[config.mk]
export PLATFORM = sky130hd
export DESIGN_NAME = spf_serial_port
export DESIGN_NICKNAME = d
export VERILOG_FILES = /design/src/rtl/spf_pkg.sv /design/src/rtl/spf_buf.sv /design/src/rtl/spf_serial_port.sv
export SDC_FILE = /design/constraint.sdc
export NUM_CORES = 1
export LEC_CHECK = 0
export ABC_AREA = 1
export BUFFER_PORTS_ARGS = -buffer_cell sky130_fd_sc_hd__buf_4
export CORE_MARGIN = 2
export CORE_UTILIZATION = 28
export CTS_BUF_LIST = sky130_fd_sc_hd__clkbuf_4
export DETAILED_ROUTE_END_ITERATION = 12
export PLACE_DENSITY = 0.52
export REMOVE_ABC_BUFFERS = 1
export SLEW_MARGIN = 0
export SYNTH_ARGS = -nofsm -noshare
export SYNTH_HDL_FRONTEND = slang
export SYNTH_SLANG_ARGS = --single-unit
export TNS_END_PERCENT = 1
[constraint.sdc]
create_clock -name sys_clk_i -period 2.5 [get_ports sys_clk_i]
set_input_delay 0.25 -clock sys_clk_i [delete_from_list [all_inputs] [get_ports sys_clk_i]]
set_output_delay 0.25 -clock sys_clk_i [all_outputs]
set_load 0.01 [all_outputs]
[src/rtl/spf_pkg.sv]
package spf_pkg;
    // zero in every configuration field selects the power-on default
    localparam int unsigned SPF_CLK_HZ = 100_000_000;
    localparam int unsigned SPF_BAUD_DEFAULT = 9600;
    localparam int unsigned SPF_DIV_9600 = SPF_CLK_HZ / SPF_BAUD_DEFAULT;
    localparam int SPF_DIV_W = 16;
    localparam int SPF_DATA_BITS = 8;
    localparam logic [2:0] SPF_LAST_BIT = 3'h7;
    localparam logic [7:0] SPF_XON = 8'h11;
    localparam logic [7:0] SPF_XOFF = 8'h13;
    localparam logic [1:0] SPF_PAR_NONE = 2'h0;
    localparam logic [1:0] SPF_PAR_EVEN = 2'h1;
    localparam logic [1:0] SPF_PAR_ODD = 2'h2;
    localparam logic [2:0] SPF_BAUD_9600 = 3'h0;
    localparam logic [2:0] SPF_BAUD_19200 = 3'h1;
    localparam logic [2:0] SPF_BAUD_38400 = 3'h2;
    localparam logic [2:0] SPF_BAUD_57600 = 3'h3;
    localparam logic [2:0] SPF_BAUD_115200 = 3'h4;
    localparam logic SPF_LINE_IDLE = 1'b1;

    typedef struct packed {
        logic [2:0] baud_sel;
        logic [1:0] parity;
        logic flow_off;
        logic half_duplex;
        logic addr_en;
        logic [7:0] bus_addr;
    } spf_cfg_t;

    typedef enum logic [2:0] {
        SPF_ST_IDLE = 3'h0,
        SPF_ST_START = 3'h1,
        SPF_ST_DATA = 3'h3,
        SPF_ST_PAR = 3'h6,
        SPF_ST_STOP = 3'h2
    } spf_bit_st_t;

    function automatic logic [SPF_DIV_W-1:0] spf_bit_div(
        input logic [2:0] sel,
        input int unsigned d9600
    );
        int unsigned q;
        begin
            q = d9600;
            case (sel)
                SPF_BAUD_19200: q = d9600 / 2;
                SPF_BAUD_38400: q = d9600 / 4;
                SPF_BAUD_57600: q = d9600 / 6;
                SPF_BAUD_115200: q = d9600 / 12;
                default: q = d9600;
            endcase
            return q[SPF_DIV_W-1:0];
        end
    endfunction : spf_bit_div
endpackage : spf_pkg

[src/rtl/spf_buf.sv]
`timescale 1ns/1ps
module spf_buf #(
    parameter int W = spf_pkg::SPF_DATA_BITS // word width
) (
    input wire logic sys_clk_i, // clock
    input wire logic arst_n_i, // async reset, low
    input wire logic ce_i, // clock enable
    input wire logic in_valid_i, // word offered
    input wire logic [W-1:0] in_data_i, // word in
    output logic in_ready_o, // room for a word
    output logic out_valid_o, // head word valid
    output logic [W-1:0] out_data_o, // head word
    input wire logic out_ready_i // head taken
);
    import spf_pkg::*;

    logic spare_v_r;
    logic [W-1:0] spare_d_r;
    logic push;
    logic pop;

    // ready is a flop of its own so the port sees a registered output
    assign push = in_valid_i && !spare_v_r;
    assign pop = out_valid_o && out_ready_i;

    always_ff @(posedge sys_clk_i or negedge arst_n_i) begin
        if (!arst_n_i) begin
            out_valid_o <= 1'b0;
            out_data_o <= '0;
            spare_v_r <= 1'b0;
            spare_d_r <= '0;
            in_ready_o <= 1'b1;
        end else if (ce_i) begin
            if (pop && spare_v_r) begin
                out_data_o <= spare_d_r;
                spare_v_r <= 1'b0;
                in_ready_o <= 1'b1;
            end else if (pop || (push && !out_valid_o)) begin
                out_valid_o <= push;
                out_data_o <= in_data_i;
            end else if (push) begin
                spare_v_r <= 1'b1;
                in_ready_o <= 1'b0;
                spare_d_r <= in_data_i;
            end
        end
    end
endmodule : spf_buf

[src/rtl/spf_serial_port.sv]
`timescale 1ns/1ps
// Behaviour
// - in full duplex, transmit and receive run at once, independently
// - a side that cannot accept sends XOFF; peer stops on XOFF
// - when able again send XON; stopped sender resumes where it stopped
// - every character is 8 data bits, a parity bit when enabled, then 1 stop bit
// - defaults are 9600 baud, no parity, XON/XOFF enabled
// - baud rate, flow protocol and parity are set per port
// - flow control only in-band on data lines, no handshake lines
// - two-wire mode is half duplex: one driver at a time
// - second port goes half duplex only when that option is selected
// - on a shared bus the device answers only when addressed
// - a bridged port behaves exactly like the plain serial port
module spf_serial_port #(
    parameter bit SECOND_PORT = 1'b1, // half duplex allowed on this port
    parameter int unsigned DIV_9600 = spf_pkg::SPF_DIV_9600 // cycles per bit
) (
    input wire logic sys_clk_i, // 100 MHz clock
    input wire logic arst_n_i, // async reset, low
    input wire logic ce_i, // clock enable, low freezes
    input wire spf_pkg::spf_cfg_t cfg_i, // port configuration
    input wire logic rxd_i, // serial receive line
    output logic txd_o, // serial transmit line
    output logic txd_oe_o, // line driver enable
    input wire logic [7:0] tx_data_i, // character to send
    input wire logic tx_valid_i, // character offered
    output logic tx_ready_o, // character accepted
    output logic [7:0] rx_data_o, // received character
    output logic rx_valid_o, // received character valid
    input wire logic rx_ready_i, // received character taken
    output logic rx_par_err_o, // parity error pulse
    output logic rx_frm_err_o, // stop bit error pulse
    output logic rx_ovr_err_o, // overrun pulse
    output logic tx_paused_o, // peer sent XOFF
    output logic addressed_o // bus address matched
);
    import spf_pkg::*;

    logic hd_on;
    logic flow_on;
    logic par_on;
    logic par_odd;
    logic [SPF_DIV_W-1:0] div;
    logic [SPF_DIV_W-1:0] div_m1;
    logic [SPF_DIV_W-1:0] half_div;

    assign hd_on = SECOND_PORT && cfg_i.half_duplex;
    assign flow_on = !cfg_i.flow_off;
    assign par_on = cfg_i.parity != SPF_PAR_NONE;
    assign par_odd = cfg_i.parity == SPF_PAR_ODD;
    assign div = spf_bit_div(cfg_i.baud_sel, DIV_9600);
    assign div_m1 = div - 16'h0001;
    assign half_div = {1'b0, div[SPF_DIV_W-1:1]};

    // receive path
    spf_bit_st_t rx_st_r, rx_st_nxt;
    logic [SPF_DIV_W-1:0] rx_cnt_r, rx_cnt_nxt;
    logic [2:0] rx_bit_r, rx_bit_nxt;
    logic [7:0] rx_sh_r, rx_sh_nxt;
    logic rx_perr_r, rx_perr_nxt;
    logic rx_tick, rx_done, rx_ferr, rx_par_bad;
    logic rx_is_xon, rx_is_xoff, rx_is_addr, rx_push;
    logic rxb_ready;
    logic tx_busy;

    assign rx_tick = rx_cnt_r == '0;
    assign rx_done = rx_st_r == SPF_ST_STOP && rx_tick && rxd_i;
    assign rx_ferr = rx_st_r == SPF_ST_STOP && rx_tick && !rxd_i;
    assign rx_par_bad = rxd_i != (^rx_sh_r ^ par_odd);
    // with flow control on, flow characters never reach the user side
    assign rx_is_xon = rx_done && flow_on && rx_sh_r == SPF_XON;
    assign rx_is_xoff = rx_done && flow_on && rx_sh_r == SPF_XOFF;
    assign rx_is_addr = rx_done && hd_on && cfg_i.addr_en
        && rx_sh_r == cfg_i.bus_addr;
    assign rx_push = rx_done && !rx_is_xon && !rx_is_xoff && !rx_is_addr;

    always_comb begin
        rx_st_nxt = rx_st_r;
        rx_cnt_nxt = rx_cnt_r - 16'h0001;
        rx_bit_nxt = rx_bit_r;
        rx_sh_nxt = rx_sh_r;
        rx_perr_nxt = rx_perr_r;
        case (rx_st_r)
            SPF_ST_IDLE: begin
                rx_cnt_nxt = half_div;
                rx_perr_nxt = 1'b0;
                // own echo is ignored while this end drives the bus
                if (!rxd_i && !(hd_on && tx_busy)) begin
                    rx_st_nxt = SPF_ST_START;
                end
            end
            SPF_ST_START: begin
                if (rx_tick) begin
                    rx_cnt_nxt = div_m1;
                    rx_bit_nxt = 3'h0;
                    rx_st_nxt = rxd_i ? SPF_ST_IDLE : SPF_ST_DATA;
                end
            end
            SPF_ST_DATA: begin
                if (rx_tick) begin
                    rx_cnt_nxt = div_m1;
                    rx_sh_nxt = {rxd_i, rx_sh_r[7:1]};
                    rx_bit_nxt = rx_bit_r + 3'h1;
                    if (rx_bit_r == SPF_LAST_BIT) begin
                        rx_st_nxt = par_on ? SPF_ST_PAR : SPF_ST_STOP;
                    end
                end
            end
            SPF_ST_PAR: begin
                if (rx_tick) begin
                    rx_cnt_nxt = div_m1;
                    rx_perr_nxt = rx_par_bad;
                    rx_st_nxt = SPF_ST_STOP;
                end
            end
            SPF_ST_STOP: begin
                if (rx_tick) begin
                    rx_st_nxt = SPF_ST_IDLE;
                end
            end
            default: rx_st_nxt = SPF_ST_IDLE;
        endcase
    end

    always_ff @(posedge sys_clk_i or negedge arst_n_i) begin
        if (!arst_n_i) begin
            rx_st_r <= SPF_ST_IDLE;
            rx_cnt_r <= '0;
            rx_bit_r <= 3'h0;
            rx_sh_r <= 8'h00;
            rx_perr_r <= 1'b0;
            rx_par_err_o <= 1'b0;
            rx_frm_err_o <= 1'b0;
            rx_ovr_err_o <= 1'b0;
        end else if (ce_i) begin
            rx_st_r <= rx_st_nxt;
            rx_cnt_r <= rx_cnt_nxt;
            rx_bit_r <= rx_bit_nxt;
            rx_sh_r <= rx_sh_nxt;
            rx_perr_r <= rx_perr_nxt;
            rx_par_err_o <= rx_done && rx_perr_r;
            rx_frm_err_o <= rx_ferr;
            rx_ovr_err_o <= rx_push && !rxb_ready;
        end
    end

    // the same byte stream serves a bridged port unchanged
    spf_buf #(.W(SPF_DATA_BITS)) u_rx_buf (
        .sys_clk_i(sys_clk_i),
        .arst_n_i(arst_n_i),
        .ce_i(ce_i),
        .in_valid_i(rx_push),
        .in_data_i(rx_sh_r),
        .in_ready_o(rxb_ready),
        .out_valid_o(rx_valid_o),
        .out_data_o(rx_data_o),
        .out_ready_i(rx_ready_i)
    );

    // transmit path
    spf_bit_st_t tx_st_r, tx_st_nxt;
    logic [SPF_DIV_W-1:0] tx_cnt_r, tx_cnt_nxt;
    logic [2:0] tx_bit_r, tx_bit_nxt;
    logic [7:0] tx_sh_r, tx_sh_nxt;
    logic tx_par_r, tx_par_nxt;
    logic tx_pay_r, tx_pay_nxt;
    logic tx_tick, xoff_need, ctl_xoff, ctl_xon, permit;
    logic start_ctl, start_pay, release_bus;
    logic [7:0] load_byte;
    logic txb_valid;
    logic [7:0] txb_data;
    logic xoff_sent_r, addressed_r, tx_paused_r;
    logic txd_nxt;

    assign tx_tick = tx_cnt_r == '0;
    assign tx_busy = tx_st_r != SPF_ST_IDLE;
    // one occupied entry leaves room for a character already in flight
    assign xoff_need = flow_on && rx_valid_o;
    assign ctl_xoff = xoff_need && !xoff_sent_r;
    assign ctl_xon = flow_on && !xoff_need && xoff_sent_r;
    assign permit = !hd_on || !cfg_i.addr_en || addressed_r;
    assign start_ctl = !tx_busy && (ctl_xoff || ctl_xon) && permit;
    assign start_pay = !tx_busy && !(ctl_xoff || ctl_xon) && permit
        && txb_valid && !(flow_on && tx_paused_r);
    assign load_byte = ctl_xoff ? SPF_XOFF : (ctl_xon ? SPF_XON : txb_data);
    assign release_bus = tx_st_r == SPF_ST_STOP && tx_tick && tx_pay_r
        && !txb_valid;

    spf_buf #(.W(SPF_DATA_BITS)) u_tx_buf (
        .sys_clk_i(sys_clk_i),
        .arst_n_i(arst_n_i),
        .ce_i(ce_i),
        .in_valid_i(tx_valid_i),
        .in_data_i(tx_data_i),
        .in_ready_o(tx_ready_o),
        .out_valid_o(txb_valid),
        .out_data_o(txb_data),
        .out_ready_i(start_pay)
    );

    always_comb begin
        tx_st_nxt = tx_st_r;
        tx_cnt_nxt = tx_cnt_r - 16'h0001;
        tx_bit_nxt = tx_bit_r;
        tx_sh_nxt = tx_sh_r;
        tx_par_nxt = tx_par_r;
        tx_pay_nxt = tx_pay_r;
        case (tx_st_r)
            SPF_ST_IDLE: begin
                tx_cnt_nxt = div_m1;
                if (start_ctl || start_pay) begin
                    tx_st_nxt = SPF_ST_START;
                    tx_sh_nxt = load_byte;
                    tx_par_nxt = ^load_byte ^ par_odd;
                    tx_pay_nxt = start_pay;
                end
            end
            SPF_ST_START: begin
                if (tx_tick) begin
                    tx_cnt_nxt = div_m1;
                    tx_bit_nxt = 3'h0;
                    tx_st_nxt = SPF_ST_DATA;
                end
            end
            SPF_ST_DATA: begin
                if (tx_tick) begin
                    tx_cnt_nxt = div_m1;
                    tx_sh_nxt = {1'b0, tx_sh_r[7:1]};
                    tx_bit_nxt = tx_bit_r + 3'h1;
                    if (tx_bit_r == SPF_LAST_BIT) begin
                        tx_st_nxt = par_on ? SPF_ST_PAR : SPF_ST_STOP;
                    end
                end
            end
            SPF_ST_PAR: begin
                if (tx_tick) begin
                    tx_cnt_nxt = div_m1;
                    tx_st_nxt = SPF_ST_STOP;
                end
            end
            SPF_ST_STOP: begin
                if (tx_tick) begin
                    tx_st_nxt = SPF_ST_IDLE;
                end
            end
            default: tx_st_nxt = SPF_ST_IDLE;
        endcase
    end

    assign txd_nxt = tx_st_nxt == SPF_ST_START ? 1'b0 :
        tx_st_nxt == SPF_ST_DATA ? tx_sh_nxt[0] :
        tx_st_nxt == SPF_ST_PAR ? tx_par_nxt : SPF_LINE_IDLE;

    always_ff @(posedge sys_clk_i or negedge arst_n_i) begin
        if (!arst_n_i) begin
            tx_st_r <= SPF_ST_IDLE;
            tx_cnt_r <= '0;
            tx_bit_r <= 3'h0;
            tx_sh_r <= 8'h00;
            tx_par_r <= 1'b0;
            tx_pay_r <= 1'b0;
            txd_o <= SPF_LINE_IDLE;
            txd_oe_o <= 1'b0;
        end else if (ce_i) begin
            tx_st_r <= tx_st_nxt;
            tx_cnt_r <= tx_cnt_nxt;
            tx_bit_r <= tx_bit_nxt;
            tx_sh_r <= tx_sh_nxt;
            tx_par_r <= tx_par_nxt;
            tx_pay_r <= tx_pay_nxt;
            txd_o <= txd_nxt;
            txd_oe_o <= !hd_on || tx_st_nxt != SPF_ST_IDLE;
        end
    end

    // flow and address state; a set in the clearing cycle wins
    always_ff @(posedge sys_clk_i or negedge arst_n_i) begin
        if (!arst_n_i) begin
            xoff_sent_r <= 1'b0;
            tx_paused_r <= 1'b0;
            addressed_r <= 1'b0;
        end else if (ce_i) begin
            if (start_ctl) begin
                xoff_sent_r <= ctl_xoff;
            end else if (!flow_on) begin
                xoff_sent_r <= 1'b0;
            end
            if (!flow_on) begin
                tx_paused_r <= 1'b0;
            end else if (rx_is_xoff) begin
                tx_paused_r <= 1'b1;
            end else if (rx_is_xon) begin
                tx_paused_r <= 1'b0;
            end
            if (!hd_on || !cfg_i.addr_en) begin
                addressed_r <= 1'b0;
            end else if (rx_is_addr) begin
                addressed_r <= 1'b1;
            end else if (release_bus) begin
                addressed_r <= 1'b0;
            end
        end
    end

    assign tx_paused_o = tx_paused_r;
    assign addressed_o = addressed_r;
endmodule : spf_serial_port

After elaboration in Yosys (flattened, before gate mapping)
Cells that the tools add are included.
{"block": "classes", "addsub": 5, "n_eq_ne": 33, "mux": 62, "bitwise": 6, "n_reduce_logical": 103}
{"cell": "8-bit 2-to-1 mux", "n": 8}
{"cell": "16-bit case mux with 2 select lines", "n": 2}
{"cell": "14-bit case mux with 4 select lines", "n": 1}
{"cell": "3-bit 2-to-1 mux", "n": 16}
{"cell": "16-bit by 1-bit subtractor with 16-bit output, second input constant", "n": 3}
{"cell": "1-bit logical AND", "n": 38}
{"cell": "16-bit zero test", "n": 2}
{"cell": "16-bit 2-to-1 mux", "n": 2}
{"cell": "3-bit case mux with 5 select lines", "n": 2}
{"cell": "1-bit 2-to-1 mux", "n": 26}
{"cell": "3-bit by 2-bit == test with 1-bit output, second input constant", "n": 7}
{"cell": "3-bit AND reduction", "n": 7}
{"cell": "4-bit AND reduction", "n": 5}
{"cell": "2-bit nonzero test", "n": 10}
{"cell": "3-bit == test, second input constant", "n": 6}
{"cell": "1-bit zero test", "n": 18}
{"cell": "2-bit inequality test, second input constant", "n": 9}
{"cell": "8-bit by 5-bit == test with 1-bit output, second input constant", "n": 2}
{"cell": "8-bit case mux with 2 select lines", "n": 1}
{"cell": "8-bit parity", "n": 2}
{"cell": "3-bit by 1-bit == test with 1-bit output, second input constant", "n": 4}
{"cell": "3-bit case mux with 2 select lines", "n": 2}
{"cell": "3-bit nonzero test", "n": 4}
{"cell": "2-bit AND reduction", "n": 5}
{"cell": "other kinds (13)", "n": 27}
{"block": "word_totals", "reg_bits": 109, "input_bits": 30, "output_inout_bits": 17, "wordCells": 239}

Depth between registers and ports, before layout
{"block": "logic_depth", "depth_word": 18, "ltp_mapped": 14, "depth_no_buf": 14}

Hierarchy
A second synthesis with hierarchy kept.
{"block": "hier_totals", "cells_unflattened": 876, "hier_area_um2": 6612.6}
{"module": "spf_serial_port", "n_inst": 1, "cells_per_inst": 648, "area_each_um2": 4708.3, "seq_area_each_um2": 1778.0}
{"module": "spf_buf", "n_inst": 2, "cells_per_inst": 114, "area_each_um2": 952.2, "seq_area_each_um2": 476.7}

Worst setup path before layout
Ideal clock, no wire load.
{"block": "synth_timing", "kind": "register to register", "startpoint": "register rx_cnt_r[0]", "endpoint": "register u_rx_buf.out_valid_o", "setup_time_ps": 124, "arrival_ps": 1778, "required_time_ps": 2376, "setup_slack_ps": 598, "stages_incl_launch_ff": 15, "path_buffers": 1, "synth_period_minus_slack_ps": 1902, "path_cell_list": "dfrtp_1 > inv_1 > ha_1 > nand2_4 > nor2_8 > nand3_4 > nor2_2 > nand3_1 > nand2_1 > nor2_2 > nand3_4 > nand2_2 > buf_6 > nand3b_1 > nand2_1"}
{"block": "synth_via", "elab_chain_len": 13, "elab_cells_between_ends": 19, "classes_between": "19 x reduce/logical"}
{"element": "start, declared", "line_no": "spf_serial_port.sv:57", "text": "logic [SPF_DIV_W-1:0] rx_cnt_r, rx_cnt_nxt;"}
{"element": "start signal, assigned", "line_no": "spf_serial_port.sv:137", "text": "rx_cnt_r <= rx_cnt_nxt;"}
{"element": "16-bit zero test *", "line_no": "spf_serial_port.sv:66", "text": "assign rx_tick = rx_cnt_r == '0;"}
{"element": "1-bit logical AND * (2 in a row)", "line_no": "spf_serial_port.sv:67", "text": "assign rx_done = rx_st_r == SPF_ST_STOP && rx_tick && rxd_i;"}
{"element": "1-bit logical AND", "line_no": "spf_serial_port.sv:71, spf_serial_port.sv:72"}
{"element": "1-bit logical AND", "line_no": "spf_serial_port.sv:71", "text": "assign rx_is_xon = rx_done && flow_on && rx_sh_r == SPF_XON;"}
{"element": "1-bit zero test", "line_no": "spf_serial_port.sv:75", "text": "assign rx_push = rx_done && !rx_is_xon && !rx_is_xoff && !rx_is_addr;"}
{"element": "1-bit logical AND (2 in a row)", "line_no": "spf_serial_port.sv:75"}
{"element": "1-bit logical AND *", "line_no": "spf_serial_port.sv:75"}
{"element": "1-bit logical AND *", "line_no": "spf_buf.sv:23", "text": "assign push = in_valid_i && !spare_v_r;"}
{"element": "1-bit logical AND", "line_no": "spf_buf.sv:38", "text": "end else if (pop || (push && !out_valid_o)) begin"}
{"element": "1-bit logical OR", "line_no": "spf_buf.sv:38"}
{"element": "3-bit AND reduction (no source line)"}
{"element": "end signal, assigned", "line_no": "spf_buf.sv:39", "text": "out_valid_o <= push;"}
{"element": "end, declared", "line_no": "spf_buf.sv:11", "text": "output logic out_valid_o,"}
Every way passes the cells marked *; elsewhere a longest branch is shown, timed or not.
A chain may end at the register's enable or synchronous reset.

Worst setup path after layout
{"block": "layout_timing", "startpoint": "register rx_cnt_r[0]", "endpoint": "register u_rx_buf.out_data_o[6]"}
{"block": "layout_via", "elab_chain_len": 14, "elab_cells_between_ends": 20, "classes_between": "20 x reduce/logical"}
{"element": "16-bit zero test *", "line_no": "spf_serial_port.sv:66"}
{"element": "1-bit logical AND * (2 in a row)", "line_no": "spf_serial_port.sv:67"}
{"element": "1-bit logical AND", "line_no": "spf_serial_port.sv:71, spf_serial_port.sv:72"}
{"element": "1-bit logical AND", "line_no": "spf_serial_port.sv:71"}
{"element": "1-bit zero test", "line_no": "spf_serial_port.sv:75"}
{"element": "1-bit logical AND (2 in a row)", "line_no": "spf_serial_port.sv:75"}
{"element": "1-bit logical AND *", "line_no": "spf_serial_port.sv:75"}
{"element": "1-bit logical AND *", "line_no": "spf_buf.sv:23"}
{"element": "1-bit logical AND *", "line_no": "spf_buf.sv:38"}
{"element": "1-bit logical OR *", "line_no": "spf_buf.sv:38"}
{"element": "2-bit nonzero test (no source line) *"}
{"element": "2-bit AND reduction (no source line) *"}
{"element": "end signal, assigned", "line_no": "spf_buf.sv:35", "text": "out_data_o <= spare_d_r;"}
{"element": "end signal, assigned", "line_no": "spf_buf.sv:40", "text": "out_data_o <= in_data_i;"}
{"element": "end, declared", "line_no": "spf_buf.sv:12", "text": "output logic [W-1:0] out_data_o,"}
Marked as above.

==> impl_metrics.py <==
metrics = {
    "placed_design": {
        "dp_hpwl_mm": 12.3,
        "place_area_mm2": 0.00722,
        "routabilityCongestion": 0.846,
        "io_buffers": 46,
    },
    "timing": {
        "skew_ps": 33.7,
        "holdWs_ps": 31.4,
        "tns_ps": 0,
        "maxSlewViolCount": 0,
        "final.period_utilization_pct": 90.9,
        "setup_viol": 0,
        "rsz0062_at_grt": "false",
        "clock.fmax_mhz": 440,
        "worstMarginPinSlew_ps": 653,
        "final.min_clock_period_ps": 2270,
        "finalHoldViolations": 0,
        "maxSlewHeadroom_pct": 56.5,
    },
    "layout": {
        "final_util_pct": 32.9,
        "finalInstanceArea_mm2": 0.00745,
        "drive_gt1_share_pct": 12.4,
        "nNetsFinal": 958,
        "register_area_mm2": 0.00273,
        "multi_input_area_mm2": 0.00318,
        "fillers": 2419,
        "n_antenna_cell": 0,
        "area_growth_syn_to_layout_pct": 15.3,
    },
    "yosys": {
        "synth_seq_area_share_pct": 42.3,
        "synth.most_common_cell": "nand2_1",
        "avgSynthCellArea_um2": 7.58,
        "ys_warn_count": 0,
        "synth_common_cells": "nand2_1 (205), inv_1 (117), dfrtp_1 (106)",
        "synth_area_leaders": "dfrtp_1 (41%), nand2_1 (12%), inv_1 (6.8%), o21ai_0 (6.6%), nor2_1 (4.7%)",
        "netlist_area_mm2": 0.00646,
        "synth-seq-cells": 109,
        "synth_edf_count": 0,
        "async_flop_share_pct": 100,
        "synth_top_cell_by_area": "dfrtp_1",
        "yosysTopAreaCellShare_pct": 41.0,
        "synth_cells": 853,
        "synth_ff_type": "dfrtp_1",
        "synthDistinctLibCells": 50,
    },
    "critical_path": {
        "worstPathArrival_ps": 2730,
        "worst-endpoint-required_ps": 2960,
        "worst_setup_path_start_kind": "flip-flop",
        "r2r_cells": 14,
        "path_max_fanout": 11,
        "end_kind": "flip-flop",
        "path_class": "flip-flop to flip-flop",
        "regToRegSetupSlack_ps": 230,
    },
    "drt": {
        "route.detailed.drc": 0,
        "post_drt_wl_per_cell_um": 13.9,
        "antenna_left": 0,
        "first_iter_violations": 471,
        "vias": 5606,
        "routed_via_density": 4.65,
        "first_pass_iters": 4,
        "drt_wl_total_mm": 16.8,
    },
    "global_route": {
        "grt_pass1_wl_mm": 28.2,
        "grtUsageTotal_pct": 14.5,
        "grt_overflow": 0,
        "grt_pass1_vias": 5480,
        "antenna_found_initial": 0,
        "grt_max_degree": 110,
    },
    "clock_network": {
        "ctsRootBufferMaster": "clkbuf_4",
        "clockBufferDepth": 2,
        "cts.sinks": 109,
        "h-tree-depth": 3,
        "clk_pin_slew_ps": 210,
        "post_cts_buffers": 0,
        "cts_tree": "yes",
        "clock_latency_ps": 530,
        "cts_made_buffers": 9,
    },
    "run_status": {
        "status": "completed",
    },
    "min_path": {
        "hold_class": "input pin to flip-flop",
        "holdPathStages": 3,
    },
    "floorplan": {
        "die_h_um": 156,
        "ios": 47,
        "core_area_mm2": 0.0226,
        "row_count": 55,
        "die_w_um": 156,
        "start_util_pct": 28.5,
        "die-area_mm2": 0.0243,
    },
    "flow_run": {
        "max_cap_viol_count": 0,
    },
    "power": {
        "p_leak_nw": 3.62,
        "p_total_mw": 3.92,
        "peakVddDrop_mv": 0.217,
        "power_density_mw_per_mm2": 527,
    },
}
critical path, stage by stage, from the launching register on:
cell	delay [ps]
dfrtp_1	400
inv_1	120
ha_1	280
nand2_4	110
nor2_8	170
nand3_4	100
nor2_2	160
nand3_1	140
nand2_1	110
nor2_2	50
nand3_4	100
nand2_2	170
nand2_2	200
nand2_1	70
nand2_1	50
flip-flops by register name, summed over array words and instances, names as in the netlist, 3 cells and up:
register,cells
u_tx_buf.spare_d_r,8
tx_st_r,3
u_rx_buf.out_data_o,8
rx_sh_r,8
tx_sh_r,8
rx_cnt_r,16
tx_bit_r,3
rx_st_r,3
tx_cnt_r,16
rx_bit_r,3
u_tx_buf.out_data_o,8
u_rx_buf.spare_d_r,8
power by group:
group	switching, mW	internal, mW	total [mW]	leakage (nW)
clock	0.709	0.228	0.936	0.0732
combinational	0.516	0.344	0.860	2.25
sequential	0.189	1.94	2.13	1.30
total	1.41	2.51	3.92	3.62
cell type report:
class	count	share of cell area, %
clock buffer	9	0.907
sequential	109	36.7
multi-input combinational	601	42.6
tap	285	4.79
timing repair buffer	73	8.03
clock inverter	7	0.890
inverter	121	6.10
cell usage in the layout, fill, tap and decap left out, types with 3 or more instances in the layout:
cell type	Yosys	routed
nand4_1	16	16
o21ai_0	85	85
dlygate4sd3_1	0	10
a32o_1	4	4
dfrtp_1	106	106
nor3_1	8	8
o31ai_1	6	6
a21oi_1	29	29
o221ai_1	4	4
nor2_4	3	3
nand3_1	41	41
nand2_1	205	205
o21ai_2	3	3
clkinv_1	2	3
nor4_1	4	4
nor2_1	81	81
nand2_2	5	5
xnor2_1	12	12
o21ai_1	5	5
nor2_2	8	8
a22oi_1	8	8
buf_4	0	61
dfstp_2	3	3
o22ai_1	6	6
nand3b_1	3	3
ha_1	13	13
clkbuf_4	0	9
inv_1	117	117
o211ai_1	6	6
xor2_1	23	23
layer usage:
layer,global-route usage (%),vias up,wire length (um)
met5,0,-,0
met3,1.67,23,450
met1,21.0,2590,8610
met2,22.1,86,7360
li1,-,2907,-
met4,5.42,0,358
kinds of logic after synthesis:
| kind of cell | Yosys count | share of synthesized area [%] |
|---|---|---|
| AND/OR/NAND/NOR | 386 | 26.8 |
| AO/OA/AOI/OAI | 166 | 15.0 |
| buffers and inverters | 143 | 8.59 |
| flip-flops | 109 | 42.3 |
| XOR/XNOR | 35 | 4.74 |
| adder cells (fa/ha/maj) | 13 | 2.52 |
| multiplexers | 1 | 0.174 |
path summary, 6_finish.rpt:
check | startpoint | endpoint
max in group asynchronous | arst_n_i | rx_cnt_r[7]
min | rx_ready_i | u_rx_buf.spare_v_r
min reg2reg | txd_o | txd_o
max reg2reg | rx_cnt_r[0] | u_rx_buf.out_data_o[6]
max | rx_cnt_r[0] | u_rx_buf.out_data_o[6]
min in group asynchronous | arst_n_i | tx_cnt_r[13]
per-stage QoR:
stage	instances	setup WS [ps]
CTS	1205	233
finish	1205	228
floorplan	831	289
detailed placement	1179	221
global placement	1179	273
global route	1205	4.66
timing repair:
| item | in CTS | in global routing |
|---|---|---|
| hold buffers | 10 | 0 |
| setup endpoints to repair | 0 | 0 |
| endpoints found under the hold margin | 122 | 0 |
| resized for setup | 0 | 0 |
Power figures use the tool's default switching activity.
